**config.mk**
```make
export PLATFORM = sky130hd
export DESIGN_NAME = gptu_top
export DESIGN_NICKNAME = d
export VERILOG_FILES = /design/src/core/gptu_pkg.sv /design/src/core/gptu_top.sv
export SDC_FILE = /design/constraint.sdc
export NUM_CORES = 1
export LEC_CHECK = 0
export BUFFER_PORTS_ARGS = -buffer_cell sky130_fd_sc_hd__buf_2
export CORE_UTILIZATION = 45
export CTS_CLUSTER_SIZE = 28
export DETAILED_ROUTE_END_ITERATION = 10
export MAX_ROUTING_LAYER = met4
export PLACE_DENSITY = 0.67
export SYNTH_ARGS = -nofsm -noshare
export SYNTH_HDL_FRONTEND = slang
export SYNTH_SLANG_ARGS = --single-unit
```
**constraint.sdc**
```tcl
create_clock -name core_clk_in -period 7.9 [get_ports core_clk_in]
set_clock_uncertainty 0.05 [all_clocks]
set_input_delay 0.79 -clock core_clk_in [delete_from_list [all_inputs] [get_ports core_clk_in]]
set_output_delay 0.79 -clock core_clk_in [all_outputs]
set_load 0.005 [all_outputs]
```
**src/core/gptu_pkg.sv**
```systemverilog
// Purpose: constants for the general purpose timer unit
// Assumes: 16-bit register words, word-aligned byte offsets
// Notes: timer index 0 low aux, 1 core, 2 high aux, 3 second aux, 4 second core
package gptu_pkg;
  // ----------------------------------------
  // sizes
  // ----------------------------------------
  localparam int TIMERS = 5;
  localparam int DW = 16;
  localparam int AW = 8;
  localparam int PIN_W = 11;
  localparam int PRESC_W = 10;
  localparam int FLAG_W = 6;
  // ----------------------------------------
  // timer indices
  // ----------------------------------------
  localparam int IDX_LOW = 0;
  localparam int IDX_CORE = 1;
  localparam int IDX_HIGH = 2;
  localparam int IDX_SAUX = 3;
  localparam int IDX_SCORE = 4;
  localparam int FLAG_CAP = 5;
  // ----------------------------------------
  // register byte offsets
  // ----------------------------------------
  localparam logic [AW-1:0] CTRL_BASE = 8'h00;
  localparam logic [AW-1:0] CNT_BASE = 8'h20;
  localparam logic [AW-1:0] CAPTURE_REG_OFS = 8'h40;
  localparam logic [AW-1:0] CAPCTL_OFS = 8'h44;
  localparam logic [AW-1:0] FLAGS_OFS = 8'h48;
  localparam logic [AW-1:0] STATUS_OFS = 8'h4C;
  // ----------------------------------------
  // timer control fields
  // ----------------------------------------
  localparam int F_SEL_LSB = 0;
  localparam int F_MODE_LSB = 3;
  localparam int F_RUN = 6;
  localparam int F_DOWN = 7;
  localparam int F_EXTDIR = 8;
  localparam int F_OUTEN = 9;
  localparam int F_EDGE_LSB = 10;
  localparam int F_TOGSRC = 12;
  localparam int F_RELOAD = 13;
  // capture control fields
  localparam int C_EDGE_LSB = 0;
  localparam int C_SRC_LSB = 2;
  localparam int C_CLEAR = 4;
  // ----------------------------------------
  // modes and prescaler bases
  // ----------------------------------------
  localparam logic [2:0] M_TIMER = 3'h0;
  localparam logic [2:0] M_COUNT = 3'h1;
  localparam logic [2:0] M_GATE_LO = 3'h2;
  localparam logic [2:0] M_GATE_HI = 3'h3;
  localparam logic [2:0] M_CAPTURE = 3'h4;
  localparam logic [2:0] M_RELOAD = 3'h5;
  localparam logic [2:0] M_INCR = 3'h6;
  localparam int BASE_ONE = 3;
  localparam int BASE_TWO = 2;
  localparam logic [DW-1:0] CTRL_RST = 16'h0000;
  localparam logic [DW-1:0] CNT_MAX = 16'hFFFF;
endpackage

```
**src/core/gptu_top.sv**
```systemverilog
// Purpose: two-module general purpose timer/counter unit
// Assumes: pins asynchronous to core_clk_in, registers on a plain strobe port
// Notes: second core timer overflow pulse feeds compare-unit timers
//
// Chosen here: the address map and the address-and-strobe port.
`timescale 1ns/100ps
module gptu_top #(
  parameter int PRESC_BITS = 10
) (
  input wire logic core_clk_in,
  input wire logic rst_n_in,
  input wire logic [gptu_pkg::AW-1:0] addr_in,
  input wire logic [gptu_pkg::DW-1:0] wdata_in,
  input wire logic wr_in,
  input wire logic rd_in,
  output logic [gptu_pkg::DW-1:0] rdata_out,
  input wire logic [gptu_pkg::TIMERS-1:0] timer_input_pin_in,
  input wire logic [gptu_pkg::TIMERS-1:0] direction_input_pin_in,
  input wire logic capture_input_pin_in,
  output logic toggle_output_pin_out,
  output logic second_toggle_output_pin_out,
  output logic compare_unit_clk_out,
  output logic [gptu_pkg::FLAG_W-1:0] request_flags_out
);
  // tap masks assume exactly ten prescaler bits
  if (PRESC_BITS != gptu_pkg::PRESC_W) begin : g_bad_presc
    $error("prescaler width must cover division by 1024");
  end

  // ----------------------------------------
  // state
  // ----------------------------------------
  logic [gptu_pkg::DW-1:0] ctrl [gptu_pkg::TIMERS];
  logic [gptu_pkg::DW-1:0] cnt [gptu_pkg::TIMERS];
  logic [gptu_pkg::DW-1:0] capture_reload_register;
  logic [4:0] cap_ctrl;
  logic [gptu_pkg::FLAG_W-1:0] flags;
  logic core_toggle_latch;
  logic second_toggle_latch;
  logic core_tog_d;
  logic second_tog_d;
  logic [PRESC_BITS-1:0] presc;
  logic [gptu_pkg::PIN_W-1:0] pin_meta;
  logic [gptu_pkg::PIN_W-1:0] pin_s;
  logic [gptu_pkg::PIN_W-1:0] pin_d;

  // ----------------------------------------
  // pin synchronisers
  // ----------------------------------------
  // meta stage feeds only pin_s; edges compare pin_s with pin_d
  always_ff @(posedge core_clk_in or negedge rst_n_in) begin
    if (!rst_n_in) begin
      pin_meta <= '0;
      pin_s <= '0;
      pin_d <= '0;
    end else begin
      pin_meta <= {capture_input_pin_in, direction_input_pin_in, timer_input_pin_in};
      pin_s <= pin_meta;
      pin_d <= pin_s;
    end
  end

  logic [gptu_pkg::TIMERS-1:0] in_s;
  logic [gptu_pkg::TIMERS-1:0] in_d;
  logic [gptu_pkg::TIMERS-1:0] dir_s;
  logic [gptu_pkg::TIMERS-1:0] dir_d;
  logic cap_s;
  logic cap_d;
  assign in_s = pin_s[4:0];
  assign in_d = pin_d[4:0];
  assign dir_s = pin_s[9:5];
  assign dir_d = pin_d[9:5];
  assign cap_s = pin_s[10];
  assign cap_d = pin_d[10];

  // ----------------------------------------
  // prescaler
  // ----------------------------------------
  // one free-running divider; taps give powers of two from 4 to 1024
  always_ff @(posedge core_clk_in or negedge rst_n_in) begin
    if (!rst_n_in) begin
      presc <= '0;
    end else begin
      presc <= presc + 1'b1;
    end
  end

  // ----------------------------------------
  // toggle latch edges
  // ----------------------------------------
  always_ff @(posedge core_clk_in or negedge rst_n_in) begin
    if (!rst_n_in) begin
      core_tog_d <= 1'b0;
      second_tog_d <= 1'b0;
    end else begin
      core_tog_d <= core_toggle_latch;
      second_tog_d <= second_toggle_latch;
    end
  end

  logic [gptu_pkg::TIMERS-1:0] tog_now;
  logic [gptu_pkg::TIMERS-1:0] tog_old;
  assign tog_now = {1'b0, second_toggle_latch, core_toggle_latch, 1'b0, core_toggle_latch};
  assign tog_old = {1'b0, second_tog_d, core_tog_d, 1'b0, core_tog_d};

  // ----------------------------------------
  // per-timer count logic
  // ----------------------------------------
  logic [gptu_pkg::TIMERS-1:0] step;
  logic [gptu_pkg::TIMERS-1:0] down;
  logic [gptu_pkg::TIMERS-1:0] ovf;
  logic [gptu_pkg::TIMERS-1:0] trig;
  logic [gptu_pkg::DW-1:0] stepped [gptu_pkg::TIMERS];

  genvar gi;
  generate
    for (gi = 0; gi < gptu_pkg::TIMERS; gi++) begin : g_tmr
      localparam int BASE = (gi >= gptu_pkg::IDX_SAUX) ? gptu_pkg::BASE_TWO : gptu_pkg::BASE_ONE;
      logic [2:0] sel;
      logic [2:0] mode;
      logic [1:0] edge_sel;
      logic use_tog;
      logic src_now;
      logic src_old;
      logic tick;
      logic quad_evt;
      logic quad_down;
      logic raw_step;
      logic [PRESC_BITS-1:0] mask;
      assign sel = ctrl[gi][gptu_pkg::F_SEL_LSB +: 3];
      assign mode = ctrl[gi][gptu_pkg::F_MODE_LSB +: 3];
      assign edge_sel = ctrl[gi][gptu_pkg::F_EDGE_LSB +: 2];
      assign use_tog = ctrl[gi][gptu_pkg::F_TOGSRC];
      // toggle latch may replace the pin as count or reload source
      assign src_now = use_tog ? tog_now[gi] : in_s[gi];
      assign src_old = use_tog ? tog_old[gi] : in_d[gi];
      assign trig[gi] = (edge_sel[0] & src_now & ~src_old) | (edge_sel[1] & ~src_now & src_old);
      // division 2^(BASE+sel): 8..1024 first module, 4..512 second
      assign mask = PRESC_BITS'((1 << (BASE + 32'(sel))) - 1);
      assign tick = ((presc & mask) == mask);
      assign quad_evt = (in_s[gi] ^ in_d[gi]) ^ (dir_s[gi] ^ dir_d[gi]);
      assign quad_down = ~(in_s[gi] ^ dir_d[gi]);
      always_comb begin
        raw_step = 1'b0;
        unique case (mode)
          gptu_pkg::M_TIMER: raw_step = tick;
          gptu_pkg::M_COUNT: raw_step = trig[gi];
          gptu_pkg::M_GATE_LO: raw_step = tick & ~in_s[gi];
          gptu_pkg::M_GATE_HI: raw_step = tick & in_s[gi];
          gptu_pkg::M_INCR: raw_step = quad_evt;
          default: raw_step = 1'b0;
        endcase
      end
      assign step[gi] = raw_step & ctrl[gi][gptu_pkg::F_RUN];
      assign down[gi] = (mode == gptu_pkg::M_INCR) ? (quad_down ^ ctrl[gi][gptu_pkg::F_DOWN]) :
        (ctrl[gi][gptu_pkg::F_DOWN] ^ (ctrl[gi][gptu_pkg::F_EXTDIR] & dir_s[gi]));
      assign ovf[gi] = step[gi] & (down[gi] ? (cnt[gi] == '0) : (cnt[gi] == gptu_pkg::CNT_MAX));
      assign stepped[gi] = down[gi] ? cnt[gi] - 1'b1 : cnt[gi] + 1'b1;
    end
  endgenerate

  // ----------------------------------------
  // capture and reload triggers
  // ----------------------------------------
  logic [gptu_pkg::TIMERS-1:0] ctl_wr;
  logic [gptu_pkg::TIMERS-1:0] cnt_wr;
  logic cap_evt;
  logic cap_pin_edge;
  logic core_in_edge;
  logic core_dir_edge;
  logic low_cap;
  logic high_cap;
  logic low_rel;
  logic high_rel;
  logic core_self_rel;

  assign cap_pin_edge = (cap_ctrl[gptu_pkg::C_EDGE_LSB] & cap_s & ~cap_d) |
    (cap_ctrl[gptu_pkg::C_EDGE_LSB + 1] & ~cap_s & cap_d);
  assign core_in_edge = in_s[gptu_pkg::IDX_CORE] ^ in_d[gptu_pkg::IDX_CORE];
  assign core_dir_edge = dir_s[gptu_pkg::IDX_CORE] ^ dir_d[gptu_pkg::IDX_CORE];
  always_comb begin
    cap_evt = 1'b0;
    unique case (cap_ctrl[gptu_pkg::C_SRC_LSB +: 2])
      2'h0: cap_evt = cap_pin_edge;
      2'h1: cap_evt = core_in_edge;
      2'h2: cap_evt = core_dir_edge;
      2'h3: cap_evt = core_in_edge | core_dir_edge;
    endcase
  end

  assign low_cap = (ctrl[gptu_pkg::IDX_LOW][gptu_pkg::F_MODE_LSB +: 3] == gptu_pkg::M_CAPTURE) &
    trig[gptu_pkg::IDX_LOW];
  assign high_cap = (ctrl[gptu_pkg::IDX_HIGH][gptu_pkg::F_MODE_LSB +: 3] == gptu_pkg::M_CAPTURE) &
    trig[gptu_pkg::IDX_HIGH];
  // trig already follows the latch when the toggle source bit is set
  assign low_rel = (ctrl[gptu_pkg::IDX_LOW][gptu_pkg::F_MODE_LSB +: 3] == gptu_pkg::M_RELOAD) &
    trig[gptu_pkg::IDX_LOW];
  assign high_rel = (ctrl[gptu_pkg::IDX_HIGH][gptu_pkg::F_MODE_LSB +: 3] == gptu_pkg::M_RELOAD) &
    trig[gptu_pkg::IDX_HIGH];
  assign core_self_rel = ovf[gptu_pkg::IDX_SCORE] & ctrl[gptu_pkg::IDX_SCORE][gptu_pkg::F_RELOAD];

  // ----------------------------------------
  // register decode
  // ----------------------------------------
  generate
    for (gi = 0; gi < gptu_pkg::TIMERS; gi++) begin : g_dec
      assign ctl_wr[gi] = wr_in & (addr_in == gptu_pkg::CTRL_BASE + gptu_pkg::AW'(4 * gi));
      assign cnt_wr[gi] = wr_in & (addr_in == gptu_pkg::CNT_BASE + gptu_pkg::AW'(4 * gi));
    end
  endgenerate

  always_ff @(posedge core_clk_in or negedge rst_n_in) begin
    if (!rst_n_in) begin
      for (int i = 0; i < gptu_pkg::TIMERS; i++) begin
        ctrl[i] <= gptu_pkg::CTRL_RST;
      end
      cap_ctrl <= '0;
    end else begin
      for (int i = 0; i < gptu_pkg::TIMERS; i++) begin
        if (ctl_wr[i]) begin
          ctrl[i] <= wdata_in;
        end
      end
      if (wr_in && addr_in == gptu_pkg::CAPCTL_OFS) begin
        cap_ctrl <= wdata_in[4:0];
      end
    end
  end

  // ----------------------------------------
  // timer counters
  // ----------------------------------------
  // software write wins over any hardware load in the same cycle
  always_ff @(posedge core_clk_in or negedge rst_n_in) begin
    if (!rst_n_in) begin
      for (int i = 0; i < gptu_pkg::TIMERS; i++) begin
        cnt[i] <= '0;
      end
    end else begin
      for (int i = 0; i < gptu_pkg::TIMERS; i++) begin
        if (cnt_wr[i]) begin
          cnt[i] <= wdata_in;
        end else if (i == gptu_pkg::IDX_LOW && low_cap) begin
          cnt[i] <= cnt[gptu_pkg::IDX_CORE];
        end else if (i == gptu_pkg::IDX_HIGH && high_cap) begin
          cnt[i] <= cnt[gptu_pkg::IDX_CORE];
        end else if (i == gptu_pkg::IDX_CORE && low_rel) begin
          cnt[i] <= cnt[gptu_pkg::IDX_LOW];
        end else if (i == gptu_pkg::IDX_CORE && high_rel) begin
          cnt[i] <= cnt[gptu_pkg::IDX_HIGH];
        end else if (i == gptu_pkg::IDX_SAUX && cap_evt && cap_ctrl[gptu_pkg::C_CLEAR]) begin
          cnt[i] <= '0;
        end else if (i == gptu_pkg::IDX_SCORE && core_self_rel) begin
          cnt[i] <= capture_reload_register;
        end else if (step[i]) begin
          cnt[i] <= stepped[i];
        end
      end
    end
  end

  // ----------------------------------------
  // capture register
  // ----------------------------------------
  always_ff @(posedge core_clk_in or negedge rst_n_in) begin
    if (!rst_n_in) begin
      capture_reload_register <= '0;
    end else if (wr_in && addr_in == gptu_pkg::CAPTURE_REG_OFS) begin
      capture_reload_register <= wdata_in;
    end else if (cap_evt) begin
      capture_reload_register <= cnt[gptu_pkg::IDX_SAUX];
    end
  end

  // ----------------------------------------
  // toggle latches and compare clock
  // ----------------------------------------
  always_ff @(posedge core_clk_in or negedge rst_n_in) begin
    if (!rst_n_in) begin
      core_toggle_latch <= 1'b0;
      second_toggle_latch <= 1'b0;
    end else begin
      if (wr_in && addr_in == gptu_pkg::STATUS_OFS) begin
        core_toggle_latch <= wdata_in[0];
        second_toggle_latch <= wdata_in[1];
      end else begin
        core_toggle_latch <= core_toggle_latch ^ ovf[gptu_pkg::IDX_CORE];
        second_toggle_latch <= second_toggle_latch ^ ovf[gptu_pkg::IDX_SCORE];
      end
    end
  end

  always_ff @(posedge core_clk_in or negedge rst_n_in) begin
    if (!rst_n_in) begin
      compare_unit_clk_out <= 1'b0;
      toggle_output_pin_out <= 1'b0;
      second_toggle_output_pin_out <= 1'b0;
    end else begin
      compare_unit_clk_out <= ovf[gptu_pkg::IDX_SCORE];
      toggle_output_pin_out <= core_toggle_latch & ctrl[gptu_pkg::IDX_CORE][gptu_pkg::F_OUTEN];
      second_toggle_output_pin_out <= second_toggle_latch &
        ctrl[gptu_pkg::IDX_SCORE][gptu_pkg::F_OUTEN];
    end
  end

  // ----------------------------------------
  // request flags
  // ----------------------------------------
  // write one to clear; a new event in the same cycle keeps its flag
  logic [gptu_pkg::FLAG_W-1:0] flag_set;
  logic [gptu_pkg::FLAG_W-1:0] flag_clr;
  assign flag_set = {cap_evt, ovf};
  assign flag_clr = (wr_in && addr_in == gptu_pkg::FLAGS_OFS) ? wdata_in[gptu_pkg::FLAG_W-1:0] : '0;

  always_ff @(posedge core_clk_in or negedge rst_n_in) begin
    if (!rst_n_in) begin
      flags <= '0;
    end else begin
      flags <= (flags & ~flag_clr) | flag_set;
    end
  end
  assign request_flags_out = flags;

  // ----------------------------------------
  // read port
  // ----------------------------------------
  logic [gptu_pkg::DW-1:0] next_rdata;
  always_comb begin
    next_rdata = '0;
    for (int i = 0; i < gptu_pkg::TIMERS; i++) begin
      if (addr_in == gptu_pkg::CTRL_BASE + gptu_pkg::AW'(4 * i)) begin
        next_rdata = ctrl[i];
      end
      if (addr_in == gptu_pkg::CNT_BASE + gptu_pkg::AW'(4 * i)) begin
        next_rdata = cnt[i];
      end
    end
    if (addr_in == gptu_pkg::CAPTURE_REG_OFS) begin
      next_rdata = capture_reload_register;
    end
    if (addr_in == gptu_pkg::CAPCTL_OFS) begin
      next_rdata = {11'h000, cap_ctrl};
    end
    if (addr_in == gptu_pkg::FLAGS_OFS) begin
      next_rdata = {10'h000, flags};
    end
    if (addr_in == gptu_pkg::STATUS_OFS) begin
      next_rdata = {14'h0000, second_toggle_latch, core_toggle_latch};
    end
  end

  // data stands only in the cycle after the read strobe
  always_ff @(posedge core_clk_in or negedge rst_n_in) begin
    if (!rst_n_in) begin
      rdata_out <= '0;
    end else if (rd_in) begin
      rdata_out <= next_rdata;
    end else begin
      rdata_out <= '0;
    end
  end
endmodule

```
[Word-level counts from Yosys, hierarchy flattened]
Cells that the tools add are included.
Storage, ports and cells
  register bits: 253
  output and inout bits: 25
  input bits: 39
  logic and storage cells: 326
Operators by class
  bitwise logic cells: 135
  shifts and indexed selects: 5
  mux-type cells: 67
  reduce and logical (&&, ||, !) cells: 23
  equality and inequality tests: 50
  add/subtract/negate cells: 21
Operators with widths (count)
  $mux W16: 38
  $add A16 B1 Y16 const B: 5
  $eq A16 B16 Y1 const B: 5
  $logic_not A16 Y1: 5
  $sub A16 B1 Y16 const B: 5
  $and A1 B1 Y1: 66
  $and A10 B10 Y10: 5
  $eq A10 B10 Y1: 5
  $shl A1 B4 Y10 const A: 5
  $sub A10 B2 Y10 const B: 5
  $eq A8 B6 Y1 const B: 5
  $eq A8 B7 Y1 const B: 4
  $xor A1 B1 Y1: 32
  $eq A3 B2 Y1 const B: 10
  $eq A3 B3 Y1 const B: 9
  $pmux W1 S5: 5
  $mux W1: 22
  $not A1 Y1: 22
  $add A2 B3 Y4 const A: 5
  $eq A8 B4 Y1 const B: 2
  $eq A3 B1 Y1 const B: 5
  $logic_not A3 Y1: 5
  $reduce_bool A3 Y1: 4
  $add A10 B1 Y10 const B: 1
  15 further kinds: 26

[Logic depth before layout (Yosys ltp)]
  word-level depth: 16
  depth in mapped cells: 15
  mapped depth without buffers: 14

[Worst setup path after synthesis]
OpenSTA, ideal clock, no wires.
  kind: register -> register
  from: register ctrl[3] (netlist name)
  to: register cnt[15] (netlist name)
  setup time: 0.126 ns
  buffers on the path: 0
  data arrival time: 3.590 ns
  cell stages (with the launch flop): 11
  data required time: 7.724 ns
  setup slack: 4.134 ns
  clock period less this slack: 3.766 ns
  path through: dfrtp_1 > and3b_1 > mux2i_1 > xor2_2 > ha_1 > or2_2 > a2111oi_0 > o31ai_1 > a2111oi_0 > a311oi_1 > a221o_1
Between the ends
  cells in the longest elaborated chain, start to end: 7
  elaborated cells between the ends (all ways): 16
  those cells by class: eq/ne: 4; mux: 7; bitwise: 3; reduce/logical: 2
RTL lines
  from (decl): RTL line gptu_top.sv:33  | logic [gptu_pkg::DW-1:0] ctrl [gptu_pkg::TIMERS];
  from (signal, indexed assignment): RTL line gptu_top.sv:215  | ctrl[i] <= gptu_pkg::CTRL_RST;
  from (signal, indexed assignment): RTL line gptu_top.sv:221  | ctrl[i] <= wdata_in;
  $eq A3 B3 Y1 (tied with other cells): RTL line gptu_top.sv:145, gptu_top.sv:155
  $pmux W1 S5 or $mux W1 (tied branches): RTL line gptu_top.sv:145, gptu_top.sv:155
  $and A1 B1 Y1 or $mux W1 (tied branches): RTL line gptu_top.sv:154, gptu_top.sv:157
  $and A1 B1 Y1: RTL line gptu_top.sv:157  | assign ovf[gi] = step[gi] & (down[gi] ? (cnt[gi] == '0) : (cnt[gi] == gptu_pkg::CNT_MAX));
  $and A1 B1 Y1: RTL line gptu_top.sv:200  | assign core_self_rel = ovf[gptu_pkg::IDX_SCORE] & ctrl[gptu_pkg::IDX_SCORE][gptu_pkg::F_RELOAD];
  $mux W16: RTL line gptu_top.sv:253  | end else if (i == gptu_pkg::IDX_SCORE && core_self_rel) begin
  $mux W16: RTL line gptu_top.sv:241  | if (cnt_wr[i]) begin
  to (signal, indexed assignment): RTL line gptu_top.sv:242  | cnt[i] <= wdata_in;
  to (signal, indexed assignment): RTL line gptu_top.sv:244  | cnt[i] <= cnt[gptu_pkg::IDX_CORE];
  to (signal, indexed assignment): RTL line gptu_top.sv:254  | cnt[i] <= capture_reload_register;
  to (decl): RTL line gptu_top.sv:34  | logic [gptu_pkg::DW-1:0] cnt [gptu_pkg::TIMERS];
Several ways; a longest one is shown, not always the timed one. The select of a mux whose other input is x is not followed.
A chain may end at the register's enable or synchronous reset.

[Final worst setup path]
  from: register ctrl[51] (netlist name)
  to: register cnt[63] (netlist name)
Between the ends
  cells in the longest elaborated chain, start to end: 7
  elaborated cells between the ends (all ways): 14
  those cells by class: eq/ne: 4; mux: 7; bitwise: 1; reduce/logical: 2
RTL lines
  $eq A3 B3 Y1: RTL line gptu_top.sv:145, gptu_top.sv:155
  $mux W1: RTL line gptu_top.sv:155  | assign down[gi] = (mode == gptu_pkg::M_INCR) ? (quad_down ^ ctrl[gi][gptu_pkg::F_DOWN]) :
  $mux W16: RTL line gptu_top.sv:158  | assign stepped[gi] = down[gi] ? cnt[gi] - 1'b1 : cnt[gi] + 1'b1;
  $mux W16: RTL line gptu_top.sv:255  | end else if (step[i]) begin
  $mux W16: RTL line gptu_top.sv:249  | end else if (i == gptu_pkg::IDX_CORE && high_rel) begin
  $mux W16: RTL line gptu_top.sv:247  | end else if (i == gptu_pkg::IDX_CORE && low_rel) begin
  $mux W16: RTL line gptu_top.sv:241
  to (signal, indexed assignment): RTL line gptu_top.sv:242
  to (signal, indexed assignment): RTL line gptu_top.sv:248  | cnt[i] <= cnt[gptu_pkg::IDX_LOW];
  to (signal, indexed assignment): RTL line gptu_top.sv:250  | cnt[i] <= cnt[gptu_pkg::IDX_HIGH];
Several ways; a longest one is shown, not always the timed one. The select of a mux whose other input is x is not followed.

==> impl_metrics.sql <==
INSERT INTO impl_metrics (metric_group, metric, value, unit) VALUES
('status', 'run_status', 'complete, no violations', ''),
('yosys', 'synthArstFlopShare', '100', '%'),
('yosys', 'synth_fa_ha_area_share', '6.69', '%'),
('grt', 'via_count_of_the_first_global_routing_pass', '15089', ''),
('route', 'ant_nets', '0', ''),
('die', 'initial_utilization', '46.0', '%'),
('clocking', 'clock_sinks', '253', ''),
('timing', 'setup_tns', '0', 'ns'),
('critical_path', 'worst_ep_arrival_time', '4.93', 'ns'),
('timing', 'final-hold-violation-count', '0', ''),
('pwr', 'share_seq_of_total_power', '39.7', '%'),
('critical_path', 'worst_ep_required_time', '8.31', 'ns'),
('clocking', 'tritoncts', 'built', ''),
('yosys', 'avgSynthCellArea', '9.14', 'sq um'),
('grt', 'grt_pass1_wl', '92200', 'microns'),
('placement', 'post-place-cells', '2392', ''),
('run', 'max_cap_viol_count', '0', ''),
('clocking', 'cts_root_buf', 'sky130_fd_sc_hd__clkbuf_16', ''),
('layout', 'final_nets', '2042', ''),
('grt', 'globalRoute.totalOverflow', '0', ''),
('layout', 'fillerInstances', '3602', ''),
('yosys', 'synth-edff-count', '0', ''),
('grt', 'grt.total_usage', '31.8', '%'),
('yosys', 'post_synth_and_or_nand_nor_area_fraction', '16.4', '%'),
('clocking', 'max-clock-path-buffers', '3', ''),
('pwr', 'internal_power', '2.99', 'mW'),
('layout', 'postLayoutCellArea', '0.0191', 'sq mm'),
('pwr', 'share_comb_of_total_power', '28.4', '%'),
('clocking', 'ctsResizeCount', '0', ''),
('timing', 'relSlewSlack', '32.1', '%'),
('layout', 'fin_cells', '2449', ''),
('yosys', 'synthTopCellsByCount', '253 x sky130_fd_sc_hd__dfrtp_1, 167 x sky130_fd_sc_hd__nand2_1, 143 x sky130_fd_sc_hd__nor2_1', ''),
('pwr', 'switching_power', '1.72', 'mW'),
('placement', 'routabilityCongestion', '1.03', ''),
('grt', 'grt_max_degree', '111', ''),
('die', 'chipWidth', '199', 'microns'),
('timing', 'worst_pin_slew', '1.02', 'ns'),
('placement', 'place_area', '0.0180', 'sq mm'),
('critical_path', 'worstPathMaxFanout', '15', ''),
('clocking', 'holdBufCountCts', '0', ''),
('placement', 'post-dp-hpwl', '42800', 'microns'),
('yosys', 'yosysWarningCount', '0', ''),
('route', 'route.detailed.wl_per_inst', '24.7', 'microns'),
('route', 'initialDrtViolationCount', '1927', ''),
('pwr', 'vdd_drop_max', '0.000160', 'V'),
('pwr', 'report.power.total', '4.72', 'mW'),
('pwr', 'switching_share_of_power', '36.5', '%'),
('timing', 'timing.final.setup_violations', '0', ''),
('critical_path', 'critical_path_class', 'flip-flop to flip-flop', ''),
('die', 'boundaryPins', '64', ''),
('timing', 'layout_min_cycle_time', '4.52', 'ns'),
('die', 'fp.dieH', '199', 'microns'),
('yosys', 'synth_area_leaders', 'sky130_fd_sc_hd__dfrtp_1 36%, sky130_fd_sc_hd__mux2_2 6.3%, sky130_fd_sc_hd__ha_1 6.1%', ''),
('yosys', 'yosysMostFrequentCell', 'sky130_fd_sc_hd__dfrtp_1', ''),
('route', 'route.vias.total', '15915', ''),
('pwr', 'pwr-share-clk', '31.9', '%'),
('placement', 'numPortBuffers', '63', ''),
('route', 'detail_route.wirelength', '60600', 'microns'),
('die', 'core_region_area', '0.0378', 'sq mm'),
('timing', 'fmax', '221', 'MHz'),
('critical_path', 'cp-start-kind', 'flip-flop', ''),
('yosys', 'synth_xor_area_share', '4.67', '%'),
('route', 'post-route-drc-count', '0', ''),
('yosys', 'synth_area_leader_cell', 'sky130_fd_sc_hd__dfrtp_1', ''),
('timing', 'final-max-slew-violation-count', '0', ''),
('clocking', 'post-cts-setup-buffers', '0', ''),
('clocking', 'clock_latency', '0.58', 'ns'),
('yosys', 'synth.area.mux_share', '9.92', '%'),
('yosys', 'fraction_of_synthesized_cell_area_taken_by_the_top_area_cell_type', '36.4', '%'),
('pwr', 'power.static_leakage', '8.38', 'nW'),
('grt', 'antenna_found_initial', '1', '');
-- worst max-delay path, stage by stage (launching register included) --
cell and delay (ns):
sky130_fd_sc_hd__dfrtp_1 0.44, sky130_fd_sc_hd__nand3b_1 0.21, sky130_fd_sc_hd__mux2i_1 0.16, sky130_fd_sc_hd__xnor2_1 0.58, sky130_fd_sc_hd__inv_1 0.48, sky130_fd_sc_hd__ha_1 0.43
sky130_fd_sc_hd__a211o_1 0.37, sky130_fd_sc_hd__a2111oi_2 0.41, sky130_fd_sc_hd__o21ai_0 0.24, sky130_fd_sc_hd__a41oi_1 0.43, sky130_fd_sc_hd__nor2_1 0.09, sky130_fd_sc_hd__a211oi_1 0.24
sky130_fd_sc_hd__nor3b_1 0.09, sky130_fd_sc_hd__nand3b_1 0.16
-- state kept, by name (all words and copies together) (netlist names), 5 cells and up --
name,flops
ctrl,80
pin_meta,11
pin_s,11
request_flags_out,6
rdata_out,16
cnt,80
pin_d,11
capture_reload_register,16
presc,10
cap_ctrl,5
-- per-layer routing --
layer / GRT usage, % / up-vias / wire length, microns
met2: 46.3 / 840 / 26100
met5: - / - / 0
met3: 4.93 / 195 / 5950
li1: - / 7127 / -
met1: 43.7 / 7753 / 25600
met4: 13.4 / 0 / 2890
-- final timing paths --
check | startpoint | to | slack, ns | depth (start not counted)
hold reg to reg | pin_meta[8]$_DFF_PN0_ | pin_s[8]$_DFF_PN0_ | 0.30 | 0
min in group core_clk_in | direction_input_pin_in[4] | pin_meta[9]$_DFF_PN0_ | 0.28 | 1
setup / recovery | ctrl[51]$_DFFE_PN0P_ | cnt[63]$_DFFE_PN0P_ | 3.38 | 13
max in group asynchronous | rst_n_in | pin_meta[3]$_DFF_PN0_ | 6.40 | 2
hold / removal | rst_n_in | pin_meta[1]$_DFF_PN0_ | 0.21 | 1
setup reg to reg | ctrl[51]$_DFFE_PN0P_ | cnt[63]$_DFFE_PN0P_ | 3.38 | 13
-- power by group through the flow --
stage | sequential, mW | combinational [mW] | clock (mW)
after floorplan | 1.66 | 1.05 | 0
after global placement | 1.87 | 1.28 | 0
after detailed placement | 1.87 | 1.32 | 0
after CTS | 1.85 | 1.33 | 1.51
after global routing | 1.88 | 1.49 | 1.56
final | 1.87 | 1.34 | 1.50
-- metrics by stage --
stage                     utilization (%)  setup slack [ns]
after detailed placement             47.7              3.49
after CTS                            50.5              3.46
after global placement               47.7              3.69
after global routing                 50.5              3.18
final                                50.5              3.38
after floorplan                         -              4.13
-- cells in the final DEF, fill, tap and decap left out, types with 38 or more instances in the layout --
cell type	n
sky130_fd_sc_hd__dfrtp_1	253
sky130_fd_sc_hd__nand2_1	167
sky130_fd_sc_hd__nor2_1	143
sky130_fd_sc_hd__a21oi_1	139
sky130_fd_sc_hd__o21ai_0	127
sky130_fd_sc_hd__mux2_2	97
sky130_fd_sc_hd__ha_1	85
sky130_fd_sc_hd__buf_2	62
sky130_fd_sc_hd__xnor2_1	57
sky130_fd_sc_hd__mux2i_1	54
sky130_fd_sc_hd__inv_1	49
sky130_fd_sc_hd__nor3_1	38
-- final cells by class --
type	instances	area (sq um)	share of cell area, %
antenna	1	2.50	0.0131
clock buffer	46	911	4.76
clock inverter	10	164	0.857
inverter	50	188	0.981
multi-input combinational	1500	10400	54.6
sequential	253	6330	33.1
tap	511	639	3.34
timing repair buffer	78	450	2.36
-- kinds of logic (layout without fill, tap and decap cells) --
group           Yosys count  after routing
flops                   253            253
simple gates            572            572
fa+ha+maj                90             90
other cells               1              7
mux                     158            158
xor+xnor                 92             92
buf+inv                 156            184
compound gates          582            582
No activity file was read; power rests on OpenSTA's default activity.
